File: config.mk
export PLATFORM = sky130hd
export DESIGN_NAME = ldpl_top
export DESIGN_NICKNAME = d
export VERILOG_FILES = /design/src/design/ldpl_pkg.sv /design/src/design/ldpl_top.sv
export SDC_FILE = /design/constraint.sdc
export NUM_CORES = 1
export LEC_CHECK = 0
export ABC_CLOCK_PERIOD_IN_PS = 8000
export BUFFER_PORTS_ARGS = -buffer_cell sky130_fd_sc_hd__buf_2
export CORE_ASPECT_RATIO = 0.6
export CORE_MARGIN = 2
export CORE_UTILIZATION = 30
export CTS_CLUSTER_DIAMETER = 50
export DETAILED_ROUTE_END_ITERATION = 6
export SKIP_LAST_GASP = 1
export SLEW_MARGIN = 20
export SYNTH_ARGS = -nofsm -noshare
export SYNTH_HDL_FRONTEND = slang
export SYNTH_SLANG_ARGS = --single-unit
File: constraint.sdc
create_clock -name i_clk_sys -period 8 [get_ports i_clk_sys]
set_input_delay 1.6 -clock i_clk_sys [delete_from_list [all_inputs] [get_ports i_clk_sys]]
set_output_delay 1.6 -clock i_clk_sys [all_outputs]
set_load 0.02 [all_outputs]
File: src/design/ldpl_pkg.sv
package ldpl_pkg;
  // register map
  localparam logic [7:0] ADDR_OWN_STATUS  = 8'h05;
  localparam logic [7:0] ADDR_OWN_CTRL    = 8'h04;
  localparam logic [7:0] ADDR_CHAN_CTRL   = 8'h06;
  localparam logic [7:0] ADDR_IRQ_GATE    = 8'h20;
  localparam logic [7:0] ADDR_IRQ_PENDING = 8'h21;
  localparam logic [7:0] ADDR_CNT_HIGH    = 8'h30;
  localparam logic [7:0] ADDR_CNT_LOW     = 8'h31;
  localparam logic [7:0] ADDR_CNT_CAPTURE = 8'h38;
  localparam logic [7:0] ADDR_DEVICE_ID   = 8'h3e;
  localparam logic [7:0] ADDR_DEVICE_REV  = 8'h3f;
  // identity values, arbitrary
  localparam logic [7:0] DEVICE_ID_VALUE  = 8'h5a;
  localparam logic [7:0] DEVICE_REV_VALUE = 8'h0c;
  // channel control field positions
  localparam int CC_RATE_E3 = 2;
  localparam int CC_NEAR    = 3;
  localparam int CC_FAR     = 4;
  localparam int CC_PATTERN = 5;
  // own control field positions
  localparam int OC_INSERT   = 0;
  localparam int OC_ALL_ONES = 1;
  // synchroniser bit positions
  localparam int SY_HOST  = 0;
  localparam int SY_FAR   = 1;
  localparam int SY_NEAR  = 2;
  localparam int SY_ONES  = 3;
  localparam int SY_TERMINAL_TX_CLOCK = 4;
  localparam int SY_TPOS  = 5;
  localparam int SY_TNEG  = 6;
  localparam int SY_RXP   = 7;
  localparam int SY_RXM   = 8;
  localparam int SY_RECOVERED_CLOCK_OUT = 9;
  localparam int SY_W     = 10;
  // pattern detector lock thresholds
  localparam logic [5:0]  LOCK_GOOD_RUN = 6'h20;
  localparam logic [2:0]  LOSS_BAD_RUN  = 3'h4;
  localparam logic [22:0] PRBS_SEED     = 23'h00_0001;
  localparam logic [15:0] CNT_MAX       = 16'hffff;
  localparam logic [7:0]  BYTE_ZERO     = 8'h00;
endpackage : ldpl_pkg

File: src/design/ldpl_top.sv
// Summary of operation
// - irq pending only reported when global gate bit 0 is set; resets to 0
// - read-only pending flag set while service needed; software then checks sources
// - pattern generator and detector work only in host mode
// - generator sends 2^23-1 sequence at E3, 2^15-1 otherwise
// - pattern enable turns on detector together with generator
// - violation output low while detector is locked and no error pulse is active
// - out of sync: lock-lost bit set and violation output high
// - rising edge of insert bit injects exactly one bit error
// - each error detected while locked pulses violation output high for half a receive clock
// - detected errors counted in a 16-bit counter while pattern mode on
// - reading a counter byte copies the other byte to capture, clears both
// - three loopbacks selected by pins in hardware mode, bits in host mode
// - far,near select: 00 normal, 01 analog, 10 remote, 11 digital
// - analog loop: own line output feeds receiver, line input ignored
// - digital loop: transmit clock and rails go to receive outputs, line quiet
// - remote loop: received data retransmitted on receive clock, still output
// - remote loop ignores terminal transmit clock and rails
// - all-ones send makes continuous AMI ones at transmit clock rate, except in digital loop where line stays quiet
// - two read-only identification bytes: device id and revision
`timescale 1ns/1ps
`default_nettype none
module ldpl_top
  import ldpl_pkg::*;
(
  input  wire logic       i_clk_sys,
  input  wire logic       i_nrst,
  input  wire logic       i_host_mode,
  input  wire logic       i_far_loop_select,
  input  wire logic       i_near_loop_select,
  input  wire logic       i_all_ones_send,
  input  wire logic       i_terminal_tx_clock,
  input  wire logic       i_tx_pos_rail_in,
  input  wire logic       i_tx_neg_rail_in,
  input  wire logic       i_line_rx_plus,
  input  wire logic       i_line_rx_minus,
  input  wire logic       i_line_rx_clock,
  input  wire logic [7:0] i_reg_addr,
  input  wire logic       i_reg_wr,
  input  wire logic       i_reg_rd,
  input  wire logic [7:0] i_reg_wdata,
  output logic      [7:0] o_reg_rdata,
  output logic            o_line_tx_plus,
  output logic            o_line_tx_minus,
  output logic            o_recovered_clock_out,
  output logic            o_rx_pos_rail_out,
  output logic            o_rx_neg_rail_violation_out
);

  typedef struct packed {
    logic [SY_W-1:0] sy1;
    logic [SY_W-1:0] sy2;
    logic [7:0]      chan_ctrl;
    logic [1:0]      own_ctrl;
    logic            irq_global_gate;
    logic            ins_prev;
    logic            ins_pend;
    logic            tck_q;
    logic            rck_q;
    logic [22:0]     gen;
    logic [22:0]     det;
    logic [5:0]      good_run;
    logic [2:0]      bad_run;
    logic            locked;
    logic            err_pulse;
    logic [15:0]     cnt;
    logic [7:0]      capture;
    logic            ami_neg;
    logic            tx_p;
    logic            tx_m;
    logic            rx_clk_o;
    logic            rx_p_o;
    logic            rx_n_o;
    logic [7:0]      rdata;
  } ldpl_state_t;

  ldpl_state_t s;
  ldpl_state_t next_s;

  // pattern feedback, rate selects the polynomial
  function automatic logic fb(input logic [22:0] x, input logic e3);
    fb = e3 ? (x[22] ^ x[17]) : (x[14] ^ x[13]);
  endfunction : fb

  logic host;
  logic far_sel;
  logic near_sel;
  logic ones_on;
  logic prbs_on;
  logic remote_lb;
  logic analog_lb;
  logic digital_lb;
  logic tck;
  logic rck;
  logic tck_rise;
  logic rck_rise;
  logic rck_fall;
  logic rx_src_p;
  logic rx_src_m;
  logic rx_bit;
  logic det_err;
  logic tx_bit;
  logic cnt_read;
  logic lock_lost;

  // mode decode from synchronised pins or host bits
  always_comb begin
    host       = s.sy2[SY_HOST];
    far_sel    = host ? s.chan_ctrl[CC_FAR]  : s.sy2[SY_FAR];
    near_sel   = host ? s.chan_ctrl[CC_NEAR] : s.sy2[SY_NEAR];
    ones_on    = host ? s.own_ctrl[OC_ALL_ONES] : s.sy2[SY_ONES];
    prbs_on    = host & s.chan_ctrl[CC_PATTERN];
    remote_lb  = far_sel & ~near_sel;
    analog_lb  = ~far_sel & near_sel;
    digital_lb = far_sel & near_sel;
    tck        = remote_lb ? s.sy2[SY_RECOVERED_CLOCK_OUT] : s.sy2[SY_TERMINAL_TX_CLOCK];
    rck        = near_sel ? s.sy2[SY_TERMINAL_TX_CLOCK] : s.sy2[SY_RECOVERED_CLOCK_OUT];
    tck_rise   = tck & ~s.tck_q;
    rck_rise   = rck & ~s.rck_q;
    rck_fall   = ~rck & s.rck_q;
    lock_lost  = prbs_on & ~s.locked;
    cnt_read   = i_reg_rd & ((i_reg_addr == ADDR_CNT_HIGH) | (i_reg_addr == ADDR_CNT_LOW));
  end

  // receive source: own line output, terminal rails or line input
  always_comb begin
    if (analog_lb) begin
      rx_src_p = s.tx_p;
      rx_src_m = s.tx_m;
    end else if (digital_lb) begin
      rx_src_p = s.sy2[SY_TPOS];
      rx_src_m = s.sy2[SY_TNEG];
    end else begin
      rx_src_p = s.sy2[SY_RXP];
      rx_src_m = s.sy2[SY_RXM];
    end
    rx_bit  = rx_src_p | rx_src_m;
    det_err = rx_bit != fb(s.det, s.chan_ctrl[CC_RATE_E3]);
    tx_bit  = fb(s.gen, s.chan_ctrl[CC_RATE_E3]) ^ s.ins_pend;
  end

  // next state
  always_comb begin
    next_s     = s;
    next_s.sy1 = {i_line_rx_clock, i_line_rx_minus, i_line_rx_plus, i_tx_neg_rail_in,
                  i_tx_pos_rail_in, i_terminal_tx_clock, i_all_ones_send,
                  i_near_loop_select, i_far_loop_select, i_host_mode};
    next_s.sy2 = s.sy1;
    next_s.tck_q = tck;
    next_s.rck_q = rck;
    // register writes
    if (i_reg_wr) begin
      unique case (i_reg_addr)
        ADDR_CHAN_CTRL: next_s.chan_ctrl = i_reg_wdata;
        ADDR_OWN_CTRL:  next_s.own_ctrl = i_reg_wdata[1:0];
        ADDR_IRQ_GATE:  next_s.irq_global_gate = i_reg_wdata[0];
        default: ;
      endcase
    end
    // insert request history for 0 to 1 detection
    next_s.ins_prev = s.own_ctrl[OC_INSERT];
    // transmit side
    if (tck_rise) begin
      if (digital_lb) begin
        next_s.tx_p = 1'b0;
        next_s.tx_m = 1'b0;
      end else if (ones_on) begin
        next_s.tx_p    = ~s.ami_neg;
        next_s.tx_m    = s.ami_neg;
        next_s.ami_neg = ~s.ami_neg;
      end else if (prbs_on) begin
        next_s.gen      = {s.gen[21:0], fb(s.gen, s.chan_ctrl[CC_RATE_E3])};
        next_s.tx_p     = tx_bit & ~s.ami_neg;
        next_s.tx_m     = tx_bit & s.ami_neg;
        next_s.ami_neg  = s.ami_neg ^ tx_bit;
        next_s.ins_pend = 1'b0;
      end else if (remote_lb) begin
        next_s.tx_p = s.sy2[SY_RXP];
        next_s.tx_m = s.sy2[SY_RXM];
      end else begin
        next_s.tx_p = s.sy2[SY_TPOS];
        next_s.tx_m = s.sy2[SY_TNEG];
      end
    end
    // insert request armed by a 0 to 1 transition; set after the send so it wins a same-cycle clear
    if (prbs_on && s.own_ctrl[OC_INSERT] && !s.ins_prev) begin
      next_s.ins_pend = 1'b1;
    end
    // receive side and detector
    if (rck_rise) begin
      next_s.rx_clk_o = 1'b1;
      next_s.rx_p_o   = rx_src_p;
      next_s.rx_n_o   = rx_src_m;
      if (prbs_on) begin
        next_s.det = {s.det[21:0], rx_bit};
        if (det_err) begin
          next_s.good_run  = '0;
          next_s.err_pulse = s.locked;
          if (s.bad_run == LOSS_BAD_RUN - 3'h1) begin
            next_s.locked  = 1'b0;
            next_s.bad_run = '0;
          end else begin
            next_s.bad_run = s.bad_run + 3'h1;
          end
        end else begin
          next_s.bad_run = '0;
          if (s.good_run == LOCK_GOOD_RUN - 6'h01) begin
            next_s.locked = 1'b1;
          end else begin
            next_s.good_run = s.good_run + 6'h01;
          end
        end
      end
    end
    if (rck_fall) begin
      next_s.rx_clk_o  = 1'b0;
      next_s.err_pulse = 1'b0;
    end
    if (!prbs_on) begin
      next_s.locked    = 1'b0;
      next_s.good_run  = '0;
      next_s.bad_run   = '0;
      next_s.err_pulse = 1'b0;
      next_s.ins_pend  = 1'b0;   // no stale insert once pattern mode comes back
    end else begin
      next_s.rx_n_o = ~next_s.locked | next_s.err_pulse;
    end
    // error counter with read capture; an error in the read cycle survives
    if (cnt_read) begin
      next_s.capture = (i_reg_addr == ADDR_CNT_HIGH) ? s.cnt[7:0] : s.cnt[15:8];
      next_s.cnt     = '0;
    end
    if (prbs_on && rck_rise && det_err && (cnt_read || s.cnt != CNT_MAX)) begin
      next_s.cnt = next_s.cnt + 16'h0001;
    end
    // read data
    next_s.rdata = BYTE_ZERO;
    if (i_reg_rd) begin
      unique case (i_reg_addr)
        ADDR_OWN_STATUS:  next_s.rdata = {7'h00, lock_lost};
        ADDR_OWN_CTRL:    next_s.rdata = {6'h00, s.own_ctrl};
        ADDR_CHAN_CTRL:   next_s.rdata = s.chan_ctrl;
        ADDR_IRQ_GATE:    next_s.rdata = {7'h00, s.irq_global_gate};
        ADDR_IRQ_PENDING: next_s.rdata = {7'h00, s.irq_global_gate & lock_lost};
        ADDR_CNT_HIGH:    next_s.rdata = s.cnt[15:8];
        ADDR_CNT_LOW:     next_s.rdata = s.cnt[7:0];
        ADDR_CNT_CAPTURE: next_s.rdata = s.capture;
        ADDR_DEVICE_ID:   next_s.rdata = DEVICE_ID_VALUE;
        ADDR_DEVICE_REV:  next_s.rdata = DEVICE_REV_VALUE;
        default:          next_s.rdata = BYTE_ZERO;
      endcase
    end
  end

  // state register
  always_ff @(posedge i_clk_sys) begin
    if (!i_nrst) begin
      s     <= '0;
      s.gen <= PRBS_SEED;
    end else begin
      s <= next_s;
    end
  end

  assign o_reg_rdata                 = s.rdata;
  assign o_line_tx_plus              = s.tx_p;
  assign o_line_tx_minus             = s.tx_m;
  assign o_recovered_clock_out       = s.rx_clk_o;
  assign o_rx_pos_rail_out           = s.rx_p_o;
  assign o_rx_neg_rail_violation_out = s.rx_n_o;

  // checks
  chk_pending_gated: assert property (@(posedge i_clk_sys) disable iff (!i_nrst)
    (i_reg_rd && i_reg_addr == ADDR_IRQ_PENDING && !s.irq_global_gate) |=> o_reg_rdata == 8'h00)
    else $error("pending flag seen with gate off");
  chk_pending_set: assert property (@(posedge i_clk_sys) disable iff (!i_nrst)
    (i_reg_rd && i_reg_addr == ADDR_IRQ_PENDING && s.irq_global_gate && lock_lost)
    |=> o_reg_rdata[0])
    else $error("pending flag missing");
  chk_no_host_lock: assert property (@(posedge i_clk_sys) disable iff (!i_nrst)
    !host |=> !s.locked)
    else $error("detector active outside host mode");
  chk_lock_low: assert property (@(posedge i_clk_sys) disable iff (!i_nrst)
    (prbs_on && $past(prbs_on) && s.locked && !s.err_pulse) |-> !o_rx_neg_rail_violation_out)
    else $error("violation high while locked");
  chk_unlock_high: assert property (@(posedge i_clk_sys) disable iff (!i_nrst)
    (prbs_on && $past(prbs_on) && !s.locked) |-> o_rx_neg_rail_violation_out)
    else $error("violation low while out of sync");
  chk_err_half: assert property (@(posedge i_clk_sys) disable iff (!i_nrst)
    s.err_pulse |-> o_recovered_clock_out && o_rx_neg_rail_violation_out)
    else $error("error pulse outside high clock half");
  chk_count_err: assert property (@(posedge i_clk_sys) disable iff (!i_nrst)
    (prbs_on && rck_rise && det_err && !cnt_read && s.cnt != CNT_MAX)
    |=> s.cnt == $past(s.cnt) + 16'h0001)
    else $error("error not counted");
  chk_read_clear: assert property (@(posedge i_clk_sys) disable iff (!i_nrst)
    (i_reg_rd && i_reg_addr == ADDR_CNT_HIGH)
    |=> s.capture == $past(s.cnt[7:0]) && s.cnt <= 16'h0001)
    else $error("counter read did not capture and clear");
  chk_capture_hold: assert property (@(posedge i_clk_sys) disable iff (!i_nrst)
    !cnt_read |=> $stable(s.capture))
    else $error("capture changed without a counter read");
  chk_digital_quiet: assert property (@(posedge i_clk_sys) disable iff (!i_nrst)
    (digital_lb && tck_rise) |=> !o_line_tx_plus && !o_line_tx_minus)
    else $error("line driven in digital loop");

endmodule : ldpl_top
`default_nettype wire

**Word-level counts from Yosys, hierarchy flattened**

Cells that the tools add are included.

- Output and inout bits: 13
- Flip-flop bits (word level): 130
- Word-level logic and storage cells: 132

- Reductions and logical operators: 21
- Equality and inequality tests: 17
- Bitwise operators: 32
- $add $sub $neg: 3
- Muxes and demuxes: 35

Operators by type and width:

| cell | number |
|---|---|
| 8-bit case mux with 10 select lines | 1 |
| 8-bit by 6-bit == test with 1-bit output (second input constant) | 7 |
| 8-bit by 3-bit == test with 1-bit output (second input constant) | 3 |
| 24-bit two-way mux | 1 |
| 1-bit two-way mux | 22 |
| 16-bit by 1-bit adder with 16-bit output (second input constant) | 1 |
| 16-bit two-way mux | 1 |
| 16-bit inequality test (second input constant) | 1 |
| 1-bit AND | 12 |
| 2-bit AND reduction | 6 |
| 1-bit inverter | 11 |
| 10-bit two-way mux | 1 |
| 2-bit two-way mux | 5 |
| 3-bit AND reduction | 3 |
| 8-bit two-way mux | 1 |
| 6-bit by 1-bit adder with 6-bit output (second input constant) | 1 |
| 6-bit by 5-bit == test with 1-bit output (second input constant) | 1 |
| 3-bit two-way mux | 2 |
| 6-bit two-way mux | 1 |
| 2-bit nonzero test | 3 |
| 1-bit bitwise XOR | 6 |
| 1-bit logical AND | 5 |
| 2-bit by 1-bit inequality test with 1-bit output (second input constant) | 2 |
| 4-bit AND reduction | 1 |
| other kinds (8) | 10 |

**Depth between registers and ports, before layout**

Gate-level depths: netlist of the first run.

- Depth after elaboration: 12
- Mapped depth: 11

**Worst setup path after synthesis of the first run**

No wires, ideal clock.

- Path kind: in2reg
- Start: in i_reg_addr[7]
- End: reg s[32] in the netlist's numbering
- Data arrival time: 3.586 ns
- Stages on the path: 9
- Library setup time: 0.070 ns
- Data required time: 7.930 ns
- Buffers on the path: 2
- Setup slack: 4.343 ns
- Path through: or3b_1 -> clkbuf_1 -> nor3_2 -> nand2_1 -> nor3b_1 -> and2_1 -> buf_2 -> or4_1 -> a21oi_1

- Longest elaborated chain between the ends: 6

Ends and longest elaborated chain:

| item | line | source |
|---|---|---|
| start, declared | ldpl_top.sv:38 | `input wire logic [7:0] i_reg_addr,` |
| 8-bit by 6-bit == test with 1-bit output | ldpl_top.sv:122 | `cnt_read = i_reg_rd & ((i_reg_addr == ADDR_CNT_HIGH) \| (i_reg_addr == ADDR_CNT_LOW));` |
| 1-bit OR * | ldpl_top.sv:122 |  |
| 1-bit AND * | ldpl_top.sv:122 |  |
| 24-bit two-way mux or 1-bit logical OR (tied branches) | ldpl_top.sv:229, ldpl_top.sv:233 |  |
| 16-bit by 1-bit adder with 16-bit output or 1-bit logical AND (tied branches) | ldpl_top.sv:234, ldpl_top.sv:233 |  |
| 16-bit two-way mux * | ldpl_top.sv:233 | `if (prbs_on && rck_rise && det_err && (cnt_read \|\| s.cnt != CNT_MAX)) begin` |
| end signal, assigned | ldpl_top.sv:261 | `s <= next_s;` |
| end, declared | ldpl_top.sv:77 | `ldpl_state_t s;` |

Every way passes the cells marked *; elsewhere a longest branch is shown, timed or not.
A chain may end at the register's enable or synchronous reset.

**Worst setup path after layout of the first run**

- Start: in i_reg_addr[7]
- End: reg s[31] in the netlist's numbering

The elaborated chain is that of the path after synthesis.

==> results.tsv, run 1 <==
metric	value	unit
synth-edff-count	0	
synth_cell_types	59	
cp_max_fo	24	
drive_gt1_share	13.4	%
io_buffers	42	
max-slew-margin-rel	31.0	%
power.share.switching	23.3	%
final_area	6580	um^2
die-area	20000	um^2
path_clk_slew	0.06	ns
synthToLayoutAreaGrowth	16.0	%
root_buffer	clkbuf_16	
pwr-share-comb	3.3	%
crit_start	i_reg_addr[7]	
setup_viol	0	
synth_flop_cell	dfxtp_1	
antenna_found_initial	0	
powerDensity	225	nW/um^2
fin_cells	944	
dp_cells	913	
cpMaxStageDelayCell	or4_1	
worstPathRequired	8.34	ns
rsz0062_at_grt	false	
dieWidth	181	um
clockBufferDepth	2	
p_leak	2.28	nW
worst_skew_pair.late_latency	0.41	ns
h-tree-depth	4	
vias	4712	
drt_wl_total	13600	um
rr_worst_depth	7	
nNetsFinal	727	
path_cells	buf_2 -> or3b_1 -> nor3_2 -> buf_4 -> nand2_1 -> nor3b_1 -> and2_1 -> or4_1 -> a21oi_1	
hold_viol_final	0	
end_kind	flip-flop	
drc	0	
crit_path_end	s[31]	
clock-sinks	130	
status	finished, final reports clean	
r2r_start	host	
critPathKind	input pin to flip-flop	
ir_worst_vdd	0.109	mV
postSynth.asyncResetShare	0	%
grt_usage	14.1	%
fin_crit_sh	47.6	%
r2r_end	s[23]	
intPower	0.00113	W
max_cap_violations	0	
fmax	263	MHz
synth_nets	713	
setup_tns	0	ns
top_level_ports	43	
cts_setup_buffers	0	
synth_top_area_share	45.9	%
reg2reg_slack	4.85	ns
seqPwrFrac	44.6	%
hold_path.class	flip-flop to flip-flop	
switching_power	0.000344	W
grt_pass1_vias	4131	
critPathArrivalTime	4.15	ns
ctsHoldBuffers	0	
start_util	31.0	%
ys_seq_area_share	45.9	%
grt_pass1_wl	22500	um
place_hpwl	9190	um
tightest_slew	1.03	ns
fin_skew	0.00745	ns
synth_cells	678	
antenna_left	0	
slowest_delay	0.56	ns
dpl_cell_area	5990	um^2
yosys-top-cells-area	dfxtp_1 (46%), a21oi_1 (9.1%), nand2_1 (8.9%)	
cts-resized-gates	0	
ys_warn_count	0	
drt_first_pass_iters	5	
overflow	0	
yosys.area.top_type	dfxtp_1	
fp.coreArea	18300	um^2
cts_tree	built	
cts_buffers	17	
die_h	110	um
postSynthAreaPerCell	8.36	um^2
n_antenna_cell	0	
drt-wirelength-per-cell	14.4	um
vias_per_cell	4.99	
fin_crit	3.81	ns
power_frac_clock	52.1	%
critPathLaunchType	input pin	
syn_area	5670	um^2
grt_start_max_net_pins	57	
gp_congestion	0.863	
rows	38	
drv_slew	0	
synth_seq_cells	130	
first_iter_violations	424	
-- state kept, by name, indices dropped and copies added, names as in the netlist --
name / cells
o_line_tx_minus: 1
o_line_tx_plus: 1
o_rx_pos_rail_out: 1
next_s: 11
host: 1
o_rx_neg_rail_violation_out: 1
o_reg_rdata: 8
o_recovered_clock_out: 1
s: 105
-- power by group through the flow --
stage / registers (W) / clock network, W / logic (W)
CTS: 0.000658 / 0.000783 / 0.0000489
detailed placement: 0.000672 / 0 / 0.0000486
floorplan: 0.000672 / 0 / 0.0000307
finish: 0.000658 / 0.000769 / 0.0000493
global route: 0.000659 / 0.000818 / 0.0000546
global placement: 0.000672 / 0 / 0.0000484
-- cell families after synthesis --
kind of cell	after synthesis	synth area share (%)
AND/OR/NAND/NOR	279	24.1
AO/OA/AOI/OAI	173	18.2
flip-flops	130	45.9
buffers and inverters	56	4.46
multiplexers	29	5.34
XOR/XNOR	6	0.927
adder cells (fa/ha/maj)	5	1.10
-- cells in the final DEF (no fill, tap or decap), types with 7 or more instances in the layout --
cell         n
a21oi_1    103
a22oi_1      8
a311oi_1    10
and2_1      27
and3_1       9
buf_2       42
clkbuf_16   17
dfxtp_1    130
mux2_2       7
mux2i_1     21
nand2_1    134
nand3_1     27
nor2_1      29
nor2b_1      7
o21ai_0     15
o31ai_1     10
or4_1       10
-- per-stage QoR --
step	setup slack, ns	power (W)	hold WS, ns	utilization, %
6_report	4.19	0.00148	0.433	35.9
5_1_grt	4.01	0.00153	0.452	35.9
4_1_cts	4.21	0.00149	0.434	35.9
3_5_place_dp	3.79	0.000721	0.420	32.7
3_3_place_gp	3.85	0.000721	0.420	32.7
2_1_floorplan	4.34	0.000703	0.412	-
-- per-layer routing --
metal / GRT usage [%] / vias to the layer above / wire length [um]
li1: - / 2422 / -
met1: 23.3 / 2130 / 7680
met2: 16.3 / 144 / 4780
met3: 3.56 / 16 / 930
met4: 4.93 / 0 / 191
met5: 0 / - / 0
-- synth_stat cells, types with 5 or more instances --
master and instances:
a21oi_1 103, a22oi_1 8, a311oi_1 10, and2_1 27, and3_1 9, buf_4 8
clkbuf_1 37, dfxtp_1 130, ha_1 5, inv_1 5, mux2_2 7, mux2i_1 21
nand2_1 134, nand3_1 27, nor2_1 29, nor2b_1 7, o21ai_0 15, o31ai_1 10
or4_1 10
-- worst min-delay path by stage --
stage                           start  endpoint  slack, ns  cells past startpoint
after floorplan           next_s[110]      host       0.41                      1
after global placement    next_s[118]    s[118]       0.42                      1
after detailed placement  next_s[116]    s[116]       0.42                      1
after CTS                 next_s[116]    s[116]       0.43                      1
after global routing      next_s[116]    s[116]       0.45                      1
final                     next_s[114]    s[114]       0.43                      1
-- worst max-delay path: cells and delay by family --
kind	cells	cell delay, ns
compound gates	1	0.15
buf+inv	2	0.37
simple gates	6	2.01
-- cell type report --
cell class | count | area [um^2]
fillers | 1865 | 11700
multi-input cells | 492 | 2830
flip-flops and latches | 130 | 2600
clock buffers | 17 | 425
well taps | 240 | 300
repair buffers | 46 | 240
clock inverters | 14 | 155
inverters | 5 | 18.8
No activity file was read; power rests on OpenSTA's default activity.
==> inputs of run 2 (changes only) <==
--- a/config.mk
+++ b/config.mk
@@ -5,7 +5,7 @@
 export SDC_FILE = /design/constraint.sdc
 export NUM_CORES = 1
 export LEC_CHECK = 0
-export ABC_CLOCK_PERIOD_IN_PS = 8000
+export ABC_CLOCK_PERIOD_IN_PS = 3110
 export BUFFER_PORTS_ARGS = -buffer_cell sky130_fd_sc_hd__buf_2
 export CORE_ASPECT_RATIO = 0.6
 export CORE_MARGIN = 2
==> constraint.sdc (replaced) <==
create_clock -name i_clk_sys -period 3.11 [get_ports i_clk_sys]
set_input_delay 0.622 -clock i_clk_sys [delete_from_list [all_inputs] [get_ports i_clk_sys]]
set_output_delay 0.622 -clock i_clk_sys [all_outputs]
set_load 0.02 [all_outputs]
==> run 2 against run 1 <==
- clock skew increased by 0.0048 ns
- register-to-register slack got worse by 4.4 ns
- final area increased by 1.4%
- clock power increased to 2.6 times the previous value
- largest cell class unchanged
- highest routed layer unchanged
==> results.tsv, run 2 (synthesis gave the netlist of run 1 again) <==
metric	value	unit	change
antenna_left	0		unchanged
drv_slew	0		unchanged
fin_crit	2.70	ns	
powerDensity	570	nW/um^2	+150%
drive_gt1_share	14.9	%	+1.6 points
h-tree-depth	4		unchanged
nNetsFinal	740		+1.8%
largest_reg_flops	105		unchanged
io_buffers	42		unchanged
rsz0062_at_grt	false		
final_common_cell	nand2_1		
rows	38		unchanged
end_kind	flip-flop		
grt_pass1_vias	4243		+2.7%
drt-wirelength-per-cell	14.5	um	+0.77%
fin_crit_sh	86.7	%	
dieWidth	181	um	unchanged
place_hpwl	9660	um	+5.1%
p_leak	2.34	nW	+2.8%
max-slew-margin-rel	36.9	%	+5.9 points
regMostFlops	s		
start_util	31.0	%	unchanged
tightest_slew	0.946	ns	-0.0817 ns
hold_viol_final	0		unchanged
multiInputGateArea	2830	um^2	-0.27%
setup_tns	0	ns	unchanged
grt_usage	14.3	%	+0.19 points
ir_worst_vdd	0.273	mV	+150%
critPathArrivalTime	3.04	ns	-1.11 ns
first_iter_violations	534		+26%
clockBufferDepth	2		unchanged
seq_area	2600	um^2	unchanged
ctsHoldBuffers	0		unchanged
top_level_ports	43		unchanged
worst_skew_pair.late_latency	0.42	ns	about the same
clock-sinks	130		unchanged
gp_congestion	0.848		-1.7%
root_buffer	clkbuf_16		
synthToLayoutAreaGrowth	17.6	%	
status	finished, final reports clean		
critPathLaunchType	flip-flop		
worstPathRequired	3.46	ns	-4.88 ns
overflow	0		unchanged
fp.coreArea	18300	um^2	unchanged
grt_pass1_wl	22800	um	+1.4%
fin_skew	0.0122	ns	+0.00477 ns
cp_max_fo	25		+4.2%
grt_start_max_net_pins	42		-26%
cts_buffers	17		unchanged
cts-resized-gates	0		unchanged
vias	4811		+2.1%
antenna_found_initial	0		unchanged
drt_wl_total	13900	um	+2.3%
final_cell_mix	nand2_1 (134), dfxtp_1 (130), a21oi_1 (103)		
whs	0.412	ns	-0.0215 ns
max_cap_violations	0		unchanged
fmax	371	MHz	
nFillCells	1869		+0.21%
cts_setup_buffers	0		unchanged
cts_tree	built		
critPathKind	flip-flop to flip-flop		
drc	0		unchanged
die-area	20000	um^2	unchanged
setup_viol	0		unchanged
hold_path.class	input pin to flip-flop		
n_antenna_cell	0		unchanged
drt_first_pass_iters	4		-1
die_h	110	um	unchanged
path_clk_slew	0.06	ns	about the same
vias_per_cell	5.02		+0.61%
run 2: cell types whose count changed in the layout (fill, tap and decap cells not counted), sizes merged:
cell and delta:
buf +13, clkinv +1, clkinvlp +1, inv -1
run 2: final timing paths:
check,to,slack (ns),from,cells after the start
setup / recovery,s[23],0.41,s[105],7
hold / removal,next_s[117],0.41,i_line_rx_plus,2
setup reg to reg,s[23],0.41,s[105],7
hold reg to reg,s[118],0.43,next_s[118],1
run 2: worst max-delay path, stage by stage, from the launching register on:
cell     delay [ns]
dfxtp_1        0.40
mux2i_2        0.26
mux2i_1        0.53
or3_4          0.24
nor4_4         0.05
nor2_2         0.73
o21ai_0        0.23
a21oi_1        0.17
run 2: where the power goes:
part           internal (W)  total, W  switching (W)
logic             0.0000491  0.000134      0.0000852
registers           0.00168   0.00169      0.0000109
clock network       0.00119   0.00198       0.000789
run 2: layout make-up:
class	count	area share (%)
Multi-Input combinational cell	492	42.4
Sequential cell	130	39.0
Clock buffer	17	6.38
Timing Repair Buffer	59	5.07
Tap cell	240	4.50
Clock inverter	15	2.38
Inverter	5	0.281
run 2: through the flow:
step / area [um^2] / utilization (%) / std cells / setup WS (ns) / power [W]
floorplan: 5670 / - / 678 / 0.431 / 0.00181
global placement: 6080 / 33.2 / 926 / 0.296 / 0.00186
detailed placement: 6080 / 33.2 / 926 / 0.225 / 0.00186
CTS: 6670 / 36.4 / 958 / 0.461 / 0.00384
global route: 6670 / 36.4 / 958 / 0.104 / 0.00394
finish: 6670 / 36.4 / 958 / 0.413 / 0.00380
run 2: per-layer routing:
metal / track usage, % / wire length (um)
met2: 16.8 / 4940
met5: 0 / 0
met3: 3.53 / 862
met4: 4.07 / 77
met1: 23.8 / 8020
==> inputs of run 3 (changes only) <==
--- a/config.mk
+++ b/config.mk
@@ -5,7 +5,7 @@
 export SDC_FILE = /design/constraint.sdc
 export NUM_CORES = 1
 export LEC_CHECK = 0
-export ABC_CLOCK_PERIOD_IN_PS = 3110
+export ABC_CLOCK_PERIOD_IN_PS = 3400
 export BUFFER_PORTS_ARGS = -buffer_cell sky130_fd_sc_hd__buf_2
 export CORE_ASPECT_RATIO = 0.6
 export CORE_MARGIN = 2
==> constraint.sdc (replaced) <==
create_clock -name i_clk_sys -period 3.4 [get_ports i_clk_sys]
set_input_delay 0.68 -clock i_clk_sys [delete_from_list [all_inputs] [get_ports i_clk_sys]]
set_output_delay 0.68 -clock i_clk_sys [all_outputs]
set_load 0.02 [all_outputs]
==> run 3 against run 2 <==
- combinational power decreased by 8%
- first-iteration DRC count down 19%
- register-to-register slack worse by 0.02 ns
- clock power shrank 6%
- setup slack worse by 0.017 ns
- sequential share of layout area about the same
- utilization is essentially flat
- maximum frequency decreased by 10%
- cell count decreased by 0.52%
- sequential power is 8% lower
- critical path depth stayed put
- critical path type unchanged
- critical endpoint is now s[36]
- largest cell class unchanged
==> results.tsv, run 3 (synthesis gave the netlist of run 1 again) <==
metric	value	unit	change
status	finished, final reports clean		
worst_skew_pair.late_latency	0.42	ns	about the same
setup_viol	0		unchanged
hold_viol_final	0		unchanged
critPathLaunchType	flip-flop		
final_cell_mix	nand2_1 (134), dfxtp_1 (130), a21oi_1 (103)		
synthToLayoutAreaGrowth	17.6	%	about the same
r2r_start	host		
grt_pass1_wl	22800	um	about the same
place_hpwl	9840	um	+1.9%
dieWidth	181	um	unchanged
cts_tree	built		
p_leak	2.31	nW	-1.1%
gp_congestion	0.858		+1.3%
path_clk_slew	0.06	ns	about the same
fmax	333	MHz	-10%
vias_per_cell	5.01		-0.21%
grt_usage	14.5	%	+0.23 points
antenna_found_initial	0		unchanged
r2r_end	s[36]		
fp.coreArea	18300	um^2	unchanged
hold_path_end	s[114]		
hold_path.class	flip-flop to flip-flop		
fin_crit	3.00	ns	+0.307 ns
nFillCells	1840		-1.6%
antenna_left	0		unchanged
worstHoldStart	next_s[114]		
regMostFlops	s		
cp_max_fo	30		+20%
hold_path_depth	1		-1
max-slew-margin-rel	41.7	%	+4.8 points
drive_gt1_share	14.3	%	-0.60 points
drt_wl_total	14100	um	+1.4%
critPathKind	flip-flop to flip-flop		
rsz0062_at_grt	false		
rr_worst_depth	7		unchanged
n_antenna_cell	0		unchanged
grt_pass1_vias	4245		+0.047%
place_ws	0.406	ns	+0.181 ns
die_h	110	um	unchanged
overflow	0		unchanged
die-area	20000	um^2	unchanged
cts_buffers	17		unchanged
setup_tns	0	ns	unchanged
powerDensity	531	nW/um^2	-6.9%
drt-wirelength-per-cell	14.8	um	+1.9%
io_buffers	42		unchanged
vias	4776		-0.73%
cts-resized-gates	0		unchanged
h-tree-depth	4		unchanged
fin_crit_sh	88.4	%	+1.6 points
start_util	31.0	%	unchanged
ir_worst_vdd	0.328	mV	+20%
root_buffer	clkbuf_16		
largest_reg_flops	105		unchanged
clock-sinks	130		unchanged
final_common_cell	nand2_1		
tightest_slew	0.868	ns	-0.0774 ns
rows	38		unchanged
cts_setup_buffers	0		unchanged
max_cap_violations	0		unchanged
critPathArrivalTime	3.30	ns	+0.26 ns
drv_slew	0		unchanged
ctsHoldBuffers	0		unchanged
reg2reg_slack	0.40	ns	-0.02 ns
setup_ws	0.396	ns	-0.0172 ns
clockBufferDepth	2		unchanged
nNetsFinal	735		-0.68%
drt_first_pass_iters	5		+1
grt_start_max_net_pins	42		unchanged
worstPathRequired	3.70	ns	+0.24 ns
top_level_ports	43		unchanged
drc	0		unchanged
fin_skew	0.0106	ns	-0.00162 ns
first_iter_violations	430		-19%
end_kind	flip-flop		
run 3: cell type report:
type                       instances  area [um^2]  share of cell area [%]
tap                              240          300                    4.50
timing repair buffer              54          313                    4.69
multi-input combinational        492         2830                    42.4
clock buffer                      17          425                    6.38
clock inverter                    15          183                    2.74
inverter                           5         18.8                   0.281
sequential                       130         2600                    39.0
run 3: per-layer routing:
layer / routed length (um) / GRT usage, %
met5: 0 / 0
met1: 7680 / 22.9
met4: 58 / 4.07
met2: 4870 / 16.4
met3: 1470 / 6.53
run 3: power breakdown:
part / switching, W / total (W) / internal [W]
Combinational: 0.0000783 / 0.000123 / 0.0000442
Sequential: 0.0000105 / 0.00155 / 0.00154
Clock: 0.000711 / 0.00187 / 0.00116
Total: 0.000800 / 0.00354 / 0.00274
run 3: stage by stage:
step,std cells,utilization [%],hold slack (ns),cell area (um^2),power [W]
3_5_place_dp,921,33.1,0.421,6060,0.00170
2_1_floorplan,678,-,0.412,5670,0.00165
3_3_place_gp,921,33.1,0.420,6060,0.00170
4_1_cts,953,36.4,0.434,6670,0.00359
5_1_grt,953,36.4,0.444,6670,0.00366
6_report,953,36.4,0.433,6670,0.00354
run 3: how the worst max path moves through the flow:
stage | endpoint | depth (start not counted) | from
after floorplan | s[32] | 9 | i_reg_addr[7]
after global placement | s[29] | 8 | i_reg_addr[7]
after detailed placement | s[36] | 7 | host
after CTS | s[36] | 7 | host
after global routing | s[23] | 7 | host
final | s[36] | 7 | host
run 3: worst max-delay path, stage by stage, from the launching register on:
cell,delay (ns)
dfxtp_1,0.48
mux2i_2,0.33
mux2i_1,0.52
or3_4,0.44
nor4_4,0.10
nor2_2,0.68
nor4_1,0.17
mux2i_1,0.15
